==> config.mk <==
export PLATFORM = sky130hd
export DESIGN_NAME = opm_monitor
export DESIGN_NICKNAME = d
export VERILOG_FILES = /design/src/verilog/opm_pkg.sv /design/src/verilog/opm_unavail.sv /design/src/verilog/opm_monitor.sv
export SDC_FILE = /design/constraint.sdc
export NUM_CORES = 1
export LEC_CHECK = 0
export ABC_AREA = 1
export BUFFER_PORTS_ARGS = -buffer_cell sky130_fd_sc_hd__buf_2
export CAP_MARGIN = 20
export CORE_MARGIN = 2
export CORE_UTILIZATION = 51
export CTS_CLUSTER_DIAMETER = 150
export DETAILED_ROUTE_END_ITERATION = 10
export PLACE_DENSITY = 0.8
export SYNTH_ARGS = -nofsm -noshare
export SYNTH_HDL_FRONTEND = slang
export SYNTH_SLANG_ARGS = --single-unit
==> constraint.sdc <==
create_clock -name clock -period 6.8 [get_ports clock]
set_input_delay 0.34 -clock clock [delete_from_list [all_inputs] [get_ports clock]]
set_output_delay 0.34 -clock clock [all_outputs]
set_load 0.03 [all_outputs]
==> src/verilog/opm_pkg.sv <==
// constants shared by the line performance monitor files
// assumes one system clock and a one-second strobe made elsewhere
package opm_pkg;
    localparam int CNT_W = 32;
    localparam int TALLY_W = 24;
    localparam int PATH_SES_K = 2400;
    localparam int FAR_SES_K_DEFAULT = 2400;
    localparam int UAS_RUN = 10;
    localparam int PATH_BIP_MAX = 8;
    localparam int REI_PER_STS = 8;
    localparam int OC48_REI_MAX = 255;
    localparam int STS_N_DEFAULT = 12;
    localparam logic [31:0] CNT_RESET = 32'h0;
    localparam logic [3:0] RUN_RESET = 4'h0;
    typedef enum logic [1:0] {
        OPM_AVAIL = 2'b01,
        OPM_UNAVAIL = 2'b10
    } opm_avail_e;
endpackage

==> src/verilog/opm_unavail.sv <==
// availability tracker: ten-second runs of severe / clean seconds
// assumes tick is a one-cycle strobe already gated by the clock enable
`timescale 1ns/1ps
module opm_unavail (
    input wire logic clock,
    input wire logic rst_n,
    input wire logic tick,
    input wire logic ses,
    output logic unavail,
    output logic [4:0] add_secs
);
    opm_pkg::opm_avail_e state;
    opm_pkg::opm_avail_e next_state;
    logic [3:0] run;
    logic [3:0] next_run;
    logic [4:0] next_add;
    logic [3:0] run_inc;

    assign run_inc = run + 4'h1;

    // onset seconds count retroactively; clean run that ends it does not
    always_comb begin
        next_state = state;
        next_run = run;
        next_add = 5'h0;
        if (tick) begin
            case (state)
                opm_pkg::OPM_AVAIL: begin
                    if (!ses) begin
                        next_run = opm_pkg::RUN_RESET;
                    end else if (run_inc == 4'(opm_pkg::UAS_RUN)) begin
                        next_state = opm_pkg::OPM_UNAVAIL;
                        next_run = opm_pkg::RUN_RESET;
                        next_add = 5'(opm_pkg::UAS_RUN);
                    end else begin
                        next_run = run_inc;
                    end
                end
                opm_pkg::OPM_UNAVAIL: begin
                    if (ses) begin
                        // pending clean seconds were unavailable after all
                        next_add = {1'b0, run_inc};
                        next_run = opm_pkg::RUN_RESET;
                    end else if (run_inc == 4'(opm_pkg::UAS_RUN)) begin
                        next_state = opm_pkg::OPM_AVAIL;
                        next_run = opm_pkg::RUN_RESET;
                    end else begin
                        next_run = run_inc;
                    end
                end
                default: begin
                    next_state = opm_pkg::OPM_AVAIL;
                    next_run = opm_pkg::RUN_RESET;
                end
            endcase
        end
    end

    always_ff @(posedge clock or negedge rst_n) begin
        if (!rst_n) begin
            state <= opm_pkg::OPM_AVAIL;
            run <= opm_pkg::RUN_RESET;
            add_secs <= 5'h0;
        end else begin
            state <= next_state;
            run <= next_run;
            add_secs <= next_add;
        end
    end

    assign unavail = (state == opm_pkg::OPM_UNAVAIL);
endmodule

==> src/verilog/opm_monitor.sv <==
// line card performance counters: protection, path and far-end line
// assumes all inputs are synchronous to clock; second_tick is one cycle
`timescale 1ns/1ps
// Functional notes
// - ring protect span count rises on switch onto it and on return
// - working 1+1 card counts switches to protection and back
// - protection 1+1 card counts switches to working and back
// - 1+1 count held at zero and invalid unless revertive switching
// - ring protect duration adds a second while carrying working traffic
// - ring working line counts switches away and back after failure
// - ring working duration adds a second while carried on protection
// - path counters frozen unless intermediate path monitoring enabled
// - path code violations add every B3 parity error, up to eight a frame
// - path errored second on any parity error or AIS-P / LOP-P
// - path severe second at 2400 errors or AIS-P / LOP-P
// - path failure event starts on AIS, LOP, UNEQ, TIM or supported RDI
// - path unavailable from ten severe seconds until ten clean ones
// - ten clean seconds ending unavailability are not counted
// - far line violations add REI-L count, clamped to 8xN or 255
// - far line errored second on any reported error or RDI-L
// - far line severe second at threshold errors or RDI-L
// - far line unavailability by ten-second runs, closing ten clean seconds not counted
// - far line failure event counted once at RFI-L onset
module opm_monitor #(
    parameter int STS_N = opm_pkg::STS_N_DEFAULT,
    parameter int FAR_SES_K = opm_pkg::FAR_SES_K_DEFAULT
) (
    input wire logic clock,
    input wire logic rst_n,
    input wire logic clk_en,
    input wire logic second_tick,
    input wire logic path_monitor_enable,
    input wire logic path_bip_valid,
    input wire logic [3:0] path_bip_count,
    input wire logic ais_p,
    input wire logic lop_p,
    input wire logic uneq_p,
    input wire logic tim_p,
    input wire logic rdi_p,
    input wire logic rdi_p_supported,
    input wire logic far_rei_valid,
    input wire logic [7:0] far_rei_count,
    input wire logic line_rate_oc48,
    input wire logic rdi_l,
    input wire logic rfi_l,
    input wire logic ring_switch_onto,
    input wire logic ring_switch_return,
    input wire logic ring_protect_active,
    input wire logic ring_working_away,
    input wire logic ring_working_back,
    input wire logic ring_working_on_protect,
    input wire logic oneplus_is_protect_card,
    input wire logic oneplus_revertive,
    input wire logic oneplus_switch_away,
    input wire logic oneplus_switch_back,
    output logic [31:0] protection_switch_count,
    output logic [31:0] protection_switch_duration,
    output logic [31:0] working_switch_count,
    output logic [31:0] working_switch_duration,
    output logic [31:0] oneplus_switch_count,
    output logic oneplus_count_valid,
    output logic [31:0] path_code_violations,
    output logic [31:0] path_errored_seconds,
    output logic [31:0] path_severe_errored_seconds,
    output logic [31:0] path_failure_events,
    output logic [31:0] path_unavailable_seconds,
    output logic path_unavailable,
    output logic [31:0] far_line_code_violations,
    output logic [31:0] far_line_errored_seconds,
    output logic [31:0] far_line_severe_seconds,
    output logic [31:0] far_line_unavailable_seconds,
    output logic [31:0] far_line_failure_events,
    output logic far_line_unavailable
);
    localparam int CW = opm_pkg::CNT_W;
    localparam int TW = opm_pkg::TALLY_W;

    if (STS_N < 1 || STS_N * opm_pkg::REI_PER_STS > opm_pkg::OC48_REI_MAX)
    begin : g_bad_sts
        $error("STS_N out of range for an 8-bit REI count");
    end
    if (FAR_SES_K < 1 || FAR_SES_K >= (1 << TW)) begin : g_bad_k
        $error("FAR_SES_K out of tally range");
    end

    // counters saturate rather than wrap so a stuck fault stays visible
    function automatic logic [CW-1:0] sat_add(input logic [CW-1:0] a,
                                              input logic [CW-1:0] b);
        logic [CW:0] s;
        s = {1'b0, a} + {1'b0, b};
        return s[CW] ? {CW{1'b1}} : s[CW-1:0];
    endfunction

    function automatic logic [TW-1:0] tally_add(input logic [TW-1:0] a,
                                                input logic [7:0] b);
        logic [TW:0] s;
        s = {1'b0, a} + {{(TW - 7){1'b0}}, b};
        return s[TW] ? {TW{1'b1}} : s[TW-1:0];
    endfunction

    function automatic logic [CW-1:0] widen(input logic [7:0] v);
        return {{(CW - 8){1'b0}}, v};
    endfunction

    // qualified strobes and events
    wire tick = clk_en && second_tick;
    wire path_on = clk_en && path_monitor_enable;
    wire path_tick = path_on && second_tick;
    wire [3:0] bip_clip = (path_bip_count > 4'(opm_pkg::PATH_BIP_MAX)) ?
        4'(opm_pkg::PATH_BIP_MAX) : path_bip_count;
    wire [7:0] path_add = path_bip_valid ? {4'h0, bip_clip} : 8'h00;
    wire [7:0] rei_limit = line_rate_oc48 ? 8'(opm_pkg::OC48_REI_MAX) :
        8'(STS_N * opm_pkg::REI_PER_STS);
    wire [7:0] rei_clip = (far_rei_count > rei_limit) ? rei_limit :
        far_rei_count;
    wire [7:0] far_add = far_rei_valid ? rei_clip : 8'h00;

    // second tallies and defect-seen flags
    logic [TW-1:0] path_tally;
    logic [TW-1:0] far_tally;
    logic path_def_seen;
    logic rdi_l_seen;
    wire [TW-1:0] path_sum = tally_add(path_tally, path_add);
    wire [TW-1:0] far_sum = tally_add(far_tally, far_add);
    wire path_def = ais_p || lop_p;
    wire path_es = (path_sum != '0) || path_def_seen || path_def;
    wire path_ses = (path_sum >= TW'(opm_pkg::PATH_SES_K)) ||
        path_def_seen || path_def;
    wire far_es = (far_sum != '0) || rdi_l_seen || rdi_l;
    wire far_ses = (far_sum >= TW'(FAR_SES_K)) || rdi_l_seen ||
        rdi_l;

    // failure onset detection
    wire path_fail = ais_p || lop_p || uneq_p || tim_p ||
        (rdi_p && rdi_p_supported);
    logic path_fail_prev;
    logic rfi_prev;
    wire path_fail_onset = path_fail && !path_fail_prev;
    wire rfi_onset = rfi_l && !rfi_prev;

    // protection event amounts, two events in one cycle both count
    wire [7:0] ring_sw = {7'h0, ring_switch_onto} +
        {7'h0, ring_switch_return};
    wire [7:0] work_sw = {7'h0, ring_working_away} +
        {7'h0, ring_working_back};
    // card role only names the direction; both roles count away and back
    wire [7:0] one_sw = {7'h0, oneplus_switch_away} +
        {7'h0, oneplus_switch_back};

    logic [4:0] path_uas_add;
    logic [4:0] far_uas_add;

    opm_unavail u_path_unavail (
        .clock(clock),
        .rst_n(rst_n),
        .tick(path_tick),
        .ses(path_ses),
        .unavail(path_unavailable),
        .add_secs(path_uas_add)
    );

    opm_unavail u_far_unavail (
        .clock(clock),
        .rst_n(rst_n),
        .tick(tick),
        .ses(far_ses),
        .unavail(far_line_unavailable),
        .add_secs(far_uas_add)
    );

    // tallies restart with the current cycle's errors, so none are lost
    always_ff @(posedge clock or negedge rst_n) begin
        if (!rst_n) begin
            path_tally <= '0;
            path_def_seen <= 1'b0;
            path_fail_prev <= 1'b0;
        end else if (path_on) begin
            path_tally <= second_tick ? TW'(path_add) : path_sum;
            path_def_seen <= second_tick ? path_def :
                (path_def_seen || path_def);
            path_fail_prev <= path_fail;
        end
    end

    always_ff @(posedge clock or negedge rst_n) begin
        if (!rst_n) begin
            far_tally <= '0;
            rdi_l_seen <= 1'b0;
            rfi_prev <= 1'b0;
        end else if (clk_en) begin
            far_tally <= second_tick ? TW'(far_add) : far_sum;
            rdi_l_seen <= second_tick ? rdi_l : (rdi_l_seen || rdi_l);
            rfi_prev <= rfi_l;
        end
    end

    always_ff @(posedge clock or negedge rst_n) begin
        if (!rst_n) begin
            path_code_violations <= opm_pkg::CNT_RESET;
            path_errored_seconds <= opm_pkg::CNT_RESET;
            path_severe_errored_seconds <= opm_pkg::CNT_RESET;
            path_failure_events <= opm_pkg::CNT_RESET;
            path_unavailable_seconds <= opm_pkg::CNT_RESET;
        end else if (path_on) begin
            path_code_violations <= sat_add(path_code_violations,
                widen(path_add));
            path_errored_seconds <= sat_add(path_errored_seconds,
                widen({7'h0, second_tick && path_es}));
            path_severe_errored_seconds <= sat_add(
                path_severe_errored_seconds,
                widen({7'h0, second_tick && path_ses}));
            path_failure_events <= sat_add(path_failure_events,
                widen({7'h0, path_fail_onset}));
            path_unavailable_seconds <= sat_add(path_unavailable_seconds,
                widen({3'h0, path_uas_add}));
        end
    end

    always_ff @(posedge clock or negedge rst_n) begin
        if (!rst_n) begin
            far_line_code_violations <= opm_pkg::CNT_RESET;
            far_line_errored_seconds <= opm_pkg::CNT_RESET;
            far_line_severe_seconds <= opm_pkg::CNT_RESET;
            far_line_unavailable_seconds <= opm_pkg::CNT_RESET;
            far_line_failure_events <= opm_pkg::CNT_RESET;
        end else if (clk_en) begin
            far_line_code_violations <= sat_add(far_line_code_violations,
                widen(far_add));
            far_line_errored_seconds <= sat_add(far_line_errored_seconds,
                widen({7'h0, second_tick && far_es}));
            far_line_severe_seconds <= sat_add(far_line_severe_seconds,
                widen({7'h0, second_tick && far_ses}));
            far_line_unavailable_seconds <= sat_add(
                far_line_unavailable_seconds, widen({3'h0, far_uas_add}));
            far_line_failure_events <= sat_add(far_line_failure_events,
                widen({7'h0, rfi_onset}));
        end
    end

    always_ff @(posedge clock or negedge rst_n) begin
        if (!rst_n) begin
            protection_switch_count <= opm_pkg::CNT_RESET;
            protection_switch_duration <= opm_pkg::CNT_RESET;
            working_switch_count <= opm_pkg::CNT_RESET;
            working_switch_duration <= opm_pkg::CNT_RESET;
            oneplus_switch_count <= opm_pkg::CNT_RESET;
        end else if (clk_en) begin
            protection_switch_count <= sat_add(protection_switch_count,
                widen(ring_sw));
            protection_switch_duration <= sat_add(
                protection_switch_duration,
                widen({7'h0, second_tick && ring_protect_active}));
            working_switch_count <= sat_add(working_switch_count,
                widen(work_sw));
            working_switch_duration <= sat_add(working_switch_duration,
                widen({7'h0, second_tick && ring_working_on_protect}));
            // non-revertive: count has no meaning, held cleared
            oneplus_switch_count <= oneplus_revertive ?
                sat_add(oneplus_switch_count, widen(one_sw)) :
                opm_pkg::CNT_RESET;
        end
    end

    assign oneplus_count_valid = oneplus_revertive;

    // counted run of severe seconds, too long for a repetition operator
    logic [3:0] ses_run_seen;
    always_ff @(posedge clock or negedge rst_n) begin
        if (!rst_n) begin
            ses_run_seen <= 4'h0;
        end else if (path_tick) begin
            ses_run_seen <= (path_ses && !path_unavailable) ?
                ses_run_seen + 4'h1 : 4'h0;
        end
    end
endmodule

# Word level (Yosys, flattened, before mapping)
# Cells that the tools add are included.
# classes
order_cmp	4
mux	55
n_addsub	22
eq_ne	14
n_reduce_logical	32
# ops
op	count
2-to-1 mux 32 bit	16
adder 32 x 1 -> 33 bit	8
adder 32 x 2 -> 33 bit	3
2-to-1 mux 24 bit	4
adder 32 x 5 -> 33 bit	2
>= comparator 24 x 12 -> 1 bit (second input constant)	2
2-to-1 mux 4 bit	12
nonzero test 24 bit	2
adder 32 x 4 -> 33 bit	1
adder 32 x 8 -> 33 bit	1
adder 24 x 4 -> 25 bit	1
adder 24 x 8 -> 25 bit	1
2-to-1 mux 8 bit	3
2-to-1 mux 5 bit	4
case mux 5 bit (2 select lines)	2
2-to-1 mux 2 bit	8
case mux 4 bit (2 select lines)	2
logical OR 1 bit	14
logical AND 1 bit	12
AND reduction 5 bit	2
adder 4 x 1 -> 4 bit (second input constant)	2
equality test 4 bit (second input constant)	2
> comparator 8 bit	1
inequality test 2 x 1 -> 1 bit (second input constant)	4
8 further kinds	18
# totals
word_cells	154
input_bits	38
regBits	554

# Logic depth before layout (Yosys ltp)
# Gate-level depths: netlist of the first run.
# logic_depth
depth_word	12
ltp_mapped	42
ltp_nobuf	42

# Hierarchy
# From an unflattened synthesis of the first run, not the netlist that was laid out.
# hier_totals
hier_cells	4595
hier_area_um2	33676.0
# by_module_without_submodules
mod	cells_per_inst	seq_area_each_um2	area_per_inst_um2	n_inst
opm_monitor	4454	13312.8	32502.4	1
opm_unavail at u_far_unavail	71	251.5	590.6	1
opm_unavail at u_path_unavail	70	251.5	583.1	1

# Worst setup path after synthesis of the first run
# OpenSTA, ideal clock, no wires.
# synth_timing
path_type	input port to flip-flop
start	input port line_rate_oc48
end	register far_line_errored_seconds[30]
t_arrival_ns	4.879
stages	38
setup_time_ns	0.135
required_time_ns	6.665
path_slack_ns	1.786
cell_sequence	inv_1 ha_1 nand2_1 o21ai_0 a21oi_1 o21ai_0 nand2_1 nor2_1 inv_1 a21oi_1 ha_1 fa_1 nand3_1 nand3_1 nand2_1 nand2_2 nand3_2 buf_4 [... 2 more ...] nand4_1 nor3_1 a21oi_1 ha_1 ha_1 nand3_1 nor2_1 inv_2 nor2_2 nand2_1 nor2_1 nand4_1 nor2_2 nand2_1 nor3_2 nand3_1 a21oi_1 o21ai_1
# synth_between
elab_chain_len	12
# synth_lines
item	line_no	text
from (decl)	opm_monitor.sv:43	input wire logic line_rate_oc48,
2-to-1 mux 8 bit *	opm_monitor.sv:112	wire [7:0] rei_limit = line_rate_oc48 ? 8'(opm_pkg::OC48_REI_MAX) :
> comparator 8 bit	opm_monitor.sv:114	wire [7:0] rei_clip = (far_rei_count > rei_limit) ? rei_limit :
2-to-1 mux 8 bit *	opm_monitor.sv:114	
2-to-1 mux 8 bit *	opm_monitor.sv:116	wire [7:0] far_add = far_rei_valid ? rei_clip : 8'h00;
adder 24 x 8 -> 25 bit *	opm_monitor.sv:97	s = {1'b0, a} + {{(TW - 7){1'b0}}, b};
2-to-1 mux 24 bit *	opm_monitor.sv:98	return s[TW] ? {TW{1'b1}} : s[TW-1:0];
nonzero test 24 bit *	opm_monitor.sv:129	wire far_es = (far_sum != '0) || rdi_l_seen || rdi_l;
logical OR 1 bit * (2 in a row)	opm_monitor.sv:129	
logical AND 1 bit *	opm_monitor.sv:230	widen({7'h0, second_tick && far_es}));
adder 32 x 1 -> 33 bit *	opm_monitor.sv:90	s = {1'b0, a} + {1'b0, b};
2-to-1 mux 32 bit *	opm_monitor.sv:91	return s[CW] ? {CW{1'b1}} : s[CW-1:0];
to (signal assigned)	opm_monitor.sv:222	far_line_errored_seconds <= opm_pkg::CNT_RESET;
to (signal assigned)	opm_monitor.sv:229	far_line_errored_seconds <= sat_add(far_line_errored_seconds,
to (decl)	opm_monitor.sv:69	output logic [31:0] far_line_errored_seconds,
# Mark *: on every way between the ends. The rest lies on a longest branch, timed or not.
# A chain may end at the register's enable or synchronous reset.

# Worst setup path after layout of the first run
# layout_timing
start	input port line_rate_oc48
end	register far_line_errored_seconds[22]
# Same word-level chain as after synthesis.

==> impl_metrics.env, run 1 <==
export IMPL_status="completed"
export IMPL_dp_slack_ns=0.377
export IMPL_p_per_area_nw_per_um2=231
export IMPL_slew_viol_final=0
export IMPL_avgSynthCellArea_um2=7.47
export IMPL_viasPerCell=5.42
export IMPL_hold_buffers=3
export IMPL_final_hold_violation_count=0
export IMPL_drtAntennaViolNets=0
export IMPL_ios=521
export IMPL_fin_tns_setup_ns=0
export IMPL_critical_path_endpoint_type="register"
export IMPL_ys_ff_latch=552
export IMPL_post_cts_setup_buffers=0
export IMPL_cp_arrival_ns=6.41
export IMPL_synth_area_leaders="dfrtp_1 (43%), nand2_1 (12%), inv_1 (6.9%)"
export IMPL_yosysTopAreaCellShare_pct=42.9
export IMPL_min_path_type="in -> reg"
export IMPL_fin_crit_ns=5.90
export IMPL_first_iter_violations=2584
export IMPL_port_buffers=519
export IMPL_crit_required_ns=7.31
export IMPL_yosysUniqueCellTypes=56
export IMPL_grt_max_degree=158
export IMPL_grt_total_usage_pct=27.1
export IMPL_hold_path_depth=3
export IMPL_rows=91
export IMPL_clk_latency_ns=0.64
export IMPL_place_hpwl_um=66700
export IMPL_critPathKind="in -> reg"
export IMPL_ctsResizeCount=0
export IMPL_layout_nets=4950
export IMPL_ff2ff_path_depth=28
export IMPL_die_area_um2=65000
export IMPL_cp_max_fo=18
export IMPL_chipHeight_um=255
export IMPL_setup_viol=0
export IMPL_drc=0
export IMPL_placed_cell_area_um2=35700
export IMPL_slowest_stage="fa_1"
export IMPL_synth_area_leader_cell="dfrtp_1"
export IMPL_leakage_uw=0.0196
export IMPL_setup_slack_ns=0.901
export IMPL_cts_inserted_buffers=61
export IMPL_clock_sinks=552
export IMPL_cts_max_path_buffers=3
export IMPL_maxSlewHeadroom_pct=38.4
export IMPL_coreArea_um2=61900
export IMPL_antenna_found_initial=4
export IMPL_fin_area_um2=37700
export IMPL_yosysWarnings=0
export IMPL_netlist_area_um2=32100
export IMPL_dr_pass1_iters=6
export IMPL_vias=31000
export IMPL_min_period_over_period_pct=86.8
export IMPL_grt_first_pass_wirelength_um=146000
export IMPL_die_width_um=255
export IMPL_slowest_delay_ns=0.43
export IMPL_critPathLaunchType="input pin"
export IMPL_synthToLayoutAreaGrowth_pct=17.3
export IMPL_drv_cap=0
export IMPL_max_freq_ghz=0.170
export IMPL_synth_flop_cell="dfrtp_1"
export IMPL_skew_ns=0.0356
export IMPL_cts_root_buf="clkbuf_16"
export IMPL_ys_async_sr_fraction_pct=100
export IMPL_synth_fp_nets=4408
export IMPL_ir_worst_vdd_mv=0.226
export IMPL_clk_pin_slew_ns=0.06
export IMPL_htree_levels=2
export IMPL_grt_pass1_vias=29400
export IMPL_ys_seq_area_share_pct=43.0
export IMPL_fillCellCount=5581
export IMPL_synth_edf_count=0
export IMPL_cts_tree="built"
export IMPL_place_congestion=0.957
export IMPL_post_drt_wl_per_cell_um=15.8
export IMPL_drive_above_1_share_pct=16.5
export IMPL_rsz0062_at_grt="no"
export IMPL_initial_core_util_pct=51.8
export IMPL_crit_top_cell="nand2_1"
export IMPL_netlist_instances=4296
export IMPL_worst_slew_pin_slew_ns=0.924
export IMPL_drt_wl_total_um=90200
export IMPL_grt_ovfl_total=0
## cells in the final DEF, fill, tap and decap left out, types with 7 or more instances in the layout
cell type     n
nand2_1    1062
inv_1       593
dfrtp_1     550
buf_2       517
nand3_1     391
nor2_1      386
o21ai_0     290
nor3_1      152
nand4_1     121
xor2_1      111
a21oi_1      94
or2_2        79
ha_1         65
xnor2_1      63
clkbuf_16    62
nor4_1       45
nand3b_1     30
nor2_2       29
buf_4        20
a21o_1       18
clkbuf_1     18
clkbuf_8     15
nor2_4       13
o22ai_1      12
o211ai_1     10
nand3_2       9
inv_2         9
clkinv_2      9
o21ai_1       9
fa_1          9
a31oi_1       8
nor3_2        8
nand2_2       7
## synthesized netlist by cell type (all sizes together), types with 3 or more instances
cell type and number:
a31oi 8, nor2 428, nor4 48, and2 3, clkinv 3, nand3b 30, a21boi 5, clkbuf 44
o22ai 12, o21ai 302, xnor2 63, dfrtp 550, a21oi 98, ha 65, buf 20, inv 603
nor3 163, fa 9, nand4 123, nand3 400, xor2 111, and3 6, a21o 18, or2 85
o31ai 6, o211ai 10, nand2 1069
## cell type report
class | count | area (um^2) | share of cell area, %
Inverter | 606 | 2280 | 6.04
Clock buffer | 95 | 1830 | 4.85
Timing Repair Buffer | 543 | 2820 | 7.49
Multi-Input combinational cell | 3074 | 15700 | 41.8
Clock inverter | 16 | 148 | 0.392
Sequential cell | 552 | 13800 | 36.7
Antenna cell | 2 | 5.00 | 0.0133
Tap cell | 837 | 1050 | 2.78
## path summary, 6_finish.rpt
check	start	endpoint	slack, ns
max	line_rate_oc48	far_line_errored_seconds[22]	0.90
min	ais_p	path_def_seen	0.07
max reg2reg	far_tally[0]	far_line_errored_seconds[22]	1.80
min reg2reg	u_path_unavail.state[0]	u_path_unavail.state[0]	0.48
max in group asynchronous	rst_n	path_unavailable_seconds[26]	4.98
min in group asynchronous	rst_n	far_line_errored_seconds[22]	0.40
## registers in the layout, indices dropped and copies added (netlist names), 24 cells and up
register                      count
far_line_code_violations         32
far_line_errored_seconds         32
far_line_failure_events          32
far_line_severe_seconds          32
far_line_unavailable_seconds     32
oneplus_switch_count             32
path_code_violations             32
path_errored_seconds             32
path_failure_events              32
path_severe_errored_seconds      32
path_unavailable_seconds         32
protection_switch_count          32
protection_switch_duration       32
working_switch_count             32
working_switch_duration          32
far_tally                        24
path_tally                       24
## worst max-delay path: cells and delay by family
family	cells	cell delay, ns
buf+inv	6	0.90
compound gates	8	1.07
fa+ha+maj	5	1.38
simple gates	20	2.70
## through the flow
stage	hold slack (ns)	util, %	instances	total power [uW]
6_report	0.0712	60.8	5725	8710
5_1_grt	0.0491	60.8	5725	9120
4_1_cts	0.0250	60.8	5723	8780
3_5_place_dp	0.473	57.6	5609	5490
3_3_place_gp	0.462	57.6	5609	5450
2_1_floorplan	0.0444	-	4296	4890
## cell families (layout without fill, tap and decap cells)
logic type	Yosys count	count (layout)	synth area share [%]
AOI/OAI and AO/OA	467	467	7.83
xor gates and xnor gates	174	174	4.75
adders and majority gates	74	74	3.09
buffers and inverters	670	1260	8.01
DFF	552	552	43.0
other	0	2	0
and+or+nand+nor	2359	2359	33.3
## power by group
group	switching [uW]	internal [uW]
Clock	1390	1880
Sequential	267	3530
Combinational	1160	490
## layer usage
metal | GRT usage [%] | routed length, um | up-vias
met2 | 45.6 | 42900 | 998
met5 | 0 | 30 | -
met4 | 11.2 | 3830 | 4
met3 | 4.38 | 5630 | 237
li1 | - | - | 15100
met1 | 34.9 | 37900 | 14700
Power figures use the tool's default switching activity.
==> inputs of run 2 (changes only) <==
Clock period 6.8 ns to 6.7 ns, I/O delays scaled along.
==> run 2 against run 1 <==
Compared with the run above: final area rose by 0.64%; utilization rose by 0.39 points; non-clock buffer count fell by 2; count of clock-buffer cells in the layout fell by 3; critical endpoint unchanged; critical path depth rose by 1; first-iteration DRC count fell by 1.8%; largest cell class unchanged; critical path type unchanged; global-route usage rose by 0.068 points.
==> impl_metrics.env, run 2 (synthesized netlist as in run 1, its figures left out) <==
export IMPL_initial_core_util_pct=51.8
export IMPL_final_hold_violation_count=0
export IMPL_die_area_um2=65000
export IMPL_place_congestion=0.959
export IMPL_die_width_um=255
export IMPL_hold_buffers=1
export IMPL_ctsResizeCount=0
export IMPL_crit_required_ns=7.18
export IMPL_worst_slew_pin_slew_ns=0.968
export IMPL_cp_max_fo=18
export IMPL_ir_worst_vdd_mv=0.189
export IMPL_clock_sinks=552
export IMPL_chipHeight_um=255
export IMPL_grt_first_pass_wirelength_um=145000
export IMPL_slew_viol_final=0
export IMPL_power_switching_uw=2970
export IMPL_power_uw=9220
export IMPL_port_buffers=519
export IMPL_hold_ws_ns=0.0426
export IMPL_layout_nets=4953
export IMPL_critical_path_endpoint_type="register"
export IMPL_grt_max_degree=156
export IMPL_cts_root_buf="clkbuf_16"
export IMPL_fin_tns_setup_ns=0
export IMPL_fin_crit_ns=5.95
export IMPL_status="completed"
export IMPL_cts_inserted_buffers=66
export IMPL_holdPathEnd="rdi_l_seen"
export IMPL_crit_start="line_rate_oc48"
export IMPL_critPathKind="in -> reg"
export IMPL_drv_cap=0
export IMPL_drtAntennaViolNets=0
export IMPL_final_cell_mix="nand2_1 (1062), inv_1 (593), dfrtp_1 (550), buf_2 (517), nand3_1 (391)"
export IMPL_synthToLayoutAreaGrowth_pct=18.1
export IMPL_p_int_uw=6250
export IMPL_grt_ovfl_total=0
export IMPL_first_iter_violations=2538
export IMPL_grt_pass1_vias=29300
export IMPL_cts_tree="built"
export IMPL_seqPwrFrac_pct=41.7
export IMPL_coreArea_um2=61900
export IMPL_drive_above_1_share_pct=16.8
export IMPL_r2r_end="far_line_errored_seconds[22]"
export IMPL_post_cts_setup_buffers=0
export IMPL_ff2ff_path_depth=28
export IMPL_vias=30900
export IMPL_fillCellCount=5497
export IMPL_clk_pin_slew_ns=0.06
export IMPL_leakage_uw=0.0197
export IMPL_clk_latency_ns=0.59
export IMPL_post_drt_wl_per_cell_um=15.7
export IMPL_critPathLaunchType="input pin"
export IMPL_ios=521
export IMPL_rsz0062_at_grt="no"
export IMPL_min_period_over_period_pct=88.8
export IMPL_multi_input_area_um2=15700
export IMPL_cp_arrival_ns=6.43
export IMPL_min_path_type="in -> reg"
export IMPL_dr_pass1_iters=5
export IMPL_skew_ns=0.0183
export IMPL_switching_share_pct=32.2
export IMPL_max_freq_ghz=0.168
export IMPL_cts_max_path_buffers=3
export IMPL_dp_cells=5609
export IMPL_rows=91
export IMPL_layout_commonest_cell="nand2_1"
export IMPL_final_cells=5732
export IMPL_p_clk_share_pct=40.1
export IMPL_place_hpwl_um=66400
export IMPL_drt_wl_total_um=90300
export IMPL_htree_levels=3
export IMPL_viasPerCell=5.39
export IMPL_setup_viol=0
export IMPL_min_from="rdi_l"
export IMPL_slowest_delay_ns=0.44
export IMPL_slowest_stage="fa_1"
export IMPL_regToRegSetupSlack_ns=1.71
export IMPL_p_per_area_nw_per_um2=243
export IMPL_antenna_found_initial=2
export IMPL_combPwrFrac_pct=18.1
export IMPL_hold_path_depth=3
export IMPL_crit_top_cell="nand2_1"
export IMPL_timing_rr_start="far_tally[0]"
export IMPL_grt_total_usage_pct=27.2
export IMPL_seq_area_um2=13800
export IMPL_drc=0
export IMPL_maxSlewHeadroom_pct=35.3
## run 2: cell types whose count changed in the layout (fill, tap and decap cells not counted)
| cell | before | now |
|---|---|---|
| buf_12 | 2 | 3 |
| buf_4 | 20 | 19 |
| bufinv_16 | 1 | 4 |
| clkbuf_1 | 18 | 10 |
| clkbuf_16 | 62 | 67 |
| clkinv_2 | 9 | 16 |
| clkinv_4 | 2 | 3 |
| clkinv_8 | 1 | 2 |
| clkinvlp_4 | 2 | 0 |
| dlygate4sd3_1 | 3 | 1 |
| inv_6 | 1 | 2 |
| inv_8 | 0 | 1 |
## run 2: worst max-delay path, delay by kind of cell
family / cells / cell delay, ns
AOI/OAI and AO/OA: 8 / 1.02
and+or+nand+nor: 20 / 2.61
buffers and inverters: 7 / 1.09
adders and majority gates: 5 / 1.34
## run 2: final cells by class
class	count	share of cell area [%]
Tap cell	837	2.76
Antenna cell	2	0.0132
Clock inverter	28	0.799
Multi-Input combinational cell	3074	41.5
Sequential cell	552	36.4
Clock buffer	92	5.07
Timing Repair Buffer	541	7.43
Inverter	606	6.00
## run 2: worst max path at each step
| stage | slack [ns] | to |
|---|---|---|
| after CTS | 0.82 | far_line_errored_seconds[22] |
| after detailed placement | 0.20 | far_line_errored_seconds[22] |
| final | 0.75 | far_line_errored_seconds[22] |
| after floorplan | 1.69 | far_line_errored_seconds[30] |
| after global routing | 0.15 | far_line_errored_seconds[22] |
| after global placement | 0.35 | far_line_errored_seconds[22] |
## run 2: power by group through the flow
stage / combinational [uW] / clock, uW / sequential (uW)
finish: 1670 / 3700 / 3850
global route: 1840 / 3900 / 3880
CTS: 1680 / 3770 / 3850
detailed placement: 1670 / 0 / 3900
global placement: 1640 / 0 / 3890
floorplan: 700 / 0 / 4260
## run 2: routing by layer
metal	GRT usage, %	part of all wire [%]	up-vias	wire length (um)
met5	0	0.012	-	11
met4	11.2	4.0	2	3650
met3	4.60	6.5	221	5870
met2	44.5	47	1025	42100
met1	35.8	43	14600	38600
li1	-	-	15100	-
## run 2: metrics by stage
stage	instance area, um^2	utilization, %	setup slack (ns)
global placement	35700	57.6	0.352
detailed placement	35700	57.6	0.196
finish	37900	61.2	0.749
global route	37900	61.2	0.154
floorplan	32100	-	1.69
CTS	37900	61.2	0.822
==> inputs of run 3 (changes only) <==
==> constraint.sdc (replaced) <==
create_clock -name clock -period 6.7 [get_ports clock]
set_input_delay 1.34 -clock clock [delete_from_list [all_inputs] [get_ports clock]]
set_output_delay 1.34 -clock clock [all_outputs]
set_load 0.03 [all_outputs]
==> run 3 against run 2 <==
Compared with the run above: non-clock buffer count grew 29; utilization grew 0.052 points; clock skew grew 0.0021 ns; maximum frequency shrank 1.2%; via count shrank 0.14%; critical path type unchanged.
==> impl_metrics.env, run 3 (synthesized netlist as in run 1, its figures left out) <==
export IMPL_drt_wl_total_um=89200
export IMPL_min_period_over_period_pct=89.9
export IMPL_hold_path_depth=2
export IMPL_synthToLayoutAreaGrowth_pct=18.2
export IMPL_place_congestion=0.942
export IMPL_cp_arrival_ns=6.52
export IMPL_cts_inserted_buffers=61
export IMPL_drtAntennaViolNets=0
export IMPL_clk_latency_ns=0.64
export IMPL_cp_max_fo=7
export IMPL_slew_viol_final=0
export IMPL_antenna_found_initial=3
export IMPL_seqPwrFrac_pct=43.2
export IMPL_fin_crit_ns=6.02
export IMPL_cts_max_path_buffers=3
export IMPL_status="completed"
export IMPL_min_path_type="reg -> reg"
export IMPL_clock_sinks=552
export IMPL_setup_viol=0
export IMPL_power_switching_uw=2850
export IMPL_die_area_um2=65000
export IMPL_first_iter_violations=2551
export IMPL_rsz0062_at_grt="no"
export IMPL_vias=30900
export IMPL_rows=91
export IMPL_grt_total_usage_pct=26.6
export IMPL_final_cell_mix="nand2_1 (1062), inv_1 (592), dfrtp_1 (550), buf_2 (517), nand3_1 (391)"
export IMPL_viasPerCell=5.36
export IMPL_layout_nets=4977
export IMPL_slowest_stage="fa_1"
export IMPL_clk_pin_slew_ns=0.06
export IMPL_switching_share_pct=32.0
export IMPL_final_hold_violation_count=0
export IMPL_skew_ns=0.0204
export IMPL_hold_ws_ns=0.478
export IMPL_slowest_delay_ns=0.43
export IMPL_leakage_uw=0.0197
export IMPL_critical_path_endpoint_type="register"
export IMPL_dp_slack_ns=-0.0624
export IMPL_grt_first_pass_wirelength_um=143000
export IMPL_maxSlewHeadroom_pct=34.0
export IMPL_coreArea_um2=61900
export IMPL_ios=521
export IMPL_setup_slack_ns=0.679
export IMPL_critPathLaunchType="input pin"
export IMPL_combPwrFrac_pct=18.9
export IMPL_ff2ff_path_depth=27
export IMPL_p_clk_share_pct=37.9
export IMPL_fin_util_pct=61.3
export IMPL_worst_slew_pin_slew_ns=0.990
export IMPL_drv_cap=0
export IMPL_cts_tree="built"
export IMPL_critPathKind="in -> reg"
export IMPL_grt_pass1_vias=28800
export IMPL_layout_commonest_cell="nand2_1"
export IMPL_post_drt_wl_per_cell_um=15.5
export IMPL_p_per_area_nw_per_um2=235
export IMPL_ir_worst_vdd_mv=0.225
export IMPL_cts_root_buf="clkbuf_16"
export IMPL_crit_required_ns=7.20
export IMPL_htree_levels=2
export IMPL_p_int_uw=6060
export IMPL_place_hpwl_um=66400
export IMPL_grt_max_degree=155
export IMPL_drive_above_1_share_pct=17.2
export IMPL_grt_ovfl_total=0
export IMPL_initial_core_util_pct=51.8
export IMPL_chipHeight_um=255
export IMPL_drc=0
export IMPL_die_width_um=255
export IMPL_dr_pass1_iters=6
export IMPL_max_freq_ghz=0.166
export IMPL_port_buffers=519
[run 3: worst max-delay path: cells and delay by family]
kind	cells	cell delay (ns)
buf+inv	7	0.90
fa+ha+maj	5	1.31
simple gates	21	2.29
compound gates	6	0.67
[run 3: final cells by class]
| cell class | instances | area [um^2] |
|---|---|---|
| fill | 5410 | 24000 |
| multi-input combinational | 3074 | 15700 |
| sequential | 552 | 13800 |
| timing repair buffer | 570 | 3030 |
| inverter | 606 | 2280 |
| clock buffer | 90 | 1810 |
| tap | 837 | 1050 |
| clock inverter | 23 | 226 |
| antenna | 3 | 7.51 |
[run 3: per-stage QoR]
stage / area (um^2) / total power, uW / std cells / setup TNS, ns
after floorplan: 32100 / 4960 / 4296 / 0
after global placement: 35900 / 5540 / 5639 / 0
after detailed placement: 35900 / 5580 / 5639 / -0.114
after CTS: 37900 / 8990 / 5752 / 0
after global routing: 37900 / 9330 / 5755 / 0
final: 37900 / 8910 / 5755 / 0
[run 3: power by group through the flow]
stage               registers, uW  logic, uW  clock network, uW
finish                       3850       1690               3380
floorplan                    4260        700                  0
global route                 3880       1860               3590
global placement             3890       1650                  0
CTS                          3840       1690               3450
detailed placement           3900       1680                  0
[run 3: what timing repair did]
item	4_1_cts	5_1_grt
resized for setup	0	3
setup buffers	0	0
hold buffers	0	0
setup endpoints to repair	0	25
[run 3: final timing paths]
| kind | slack, ns | from | endpoint |
|---|---|---|---|
| worst max-delay path | 0.68 | line_rate_oc48 | far_line_errored_seconds[5] |
| worst min-delay path | 0.48 | u_far_unavail.state[0] | u_far_unavail.state[0] |
| worst max register to register | 1.91 | path_tally[0] | path_severe_errored_seconds[30] |
| worst min register to register | 0.48 | u_far_unavail.state[0] | u_far_unavail.state[0] |
| max in group asynchronous | 4.50 | rst_n | path_severe_errored_seconds[17] |
| min in group asynchronous | 0.75 | rst_n | far_line_errored_seconds[27] |
[run 3: routing by layer]
metal,vias up,track usage [%],part of all wire (%)
met5,-,0,0
met4,0,12.1,4.5
met3,250,4.80,6.4
met2,983,43.8,47
met1,14500,34.3,42
li1,15100,-,-
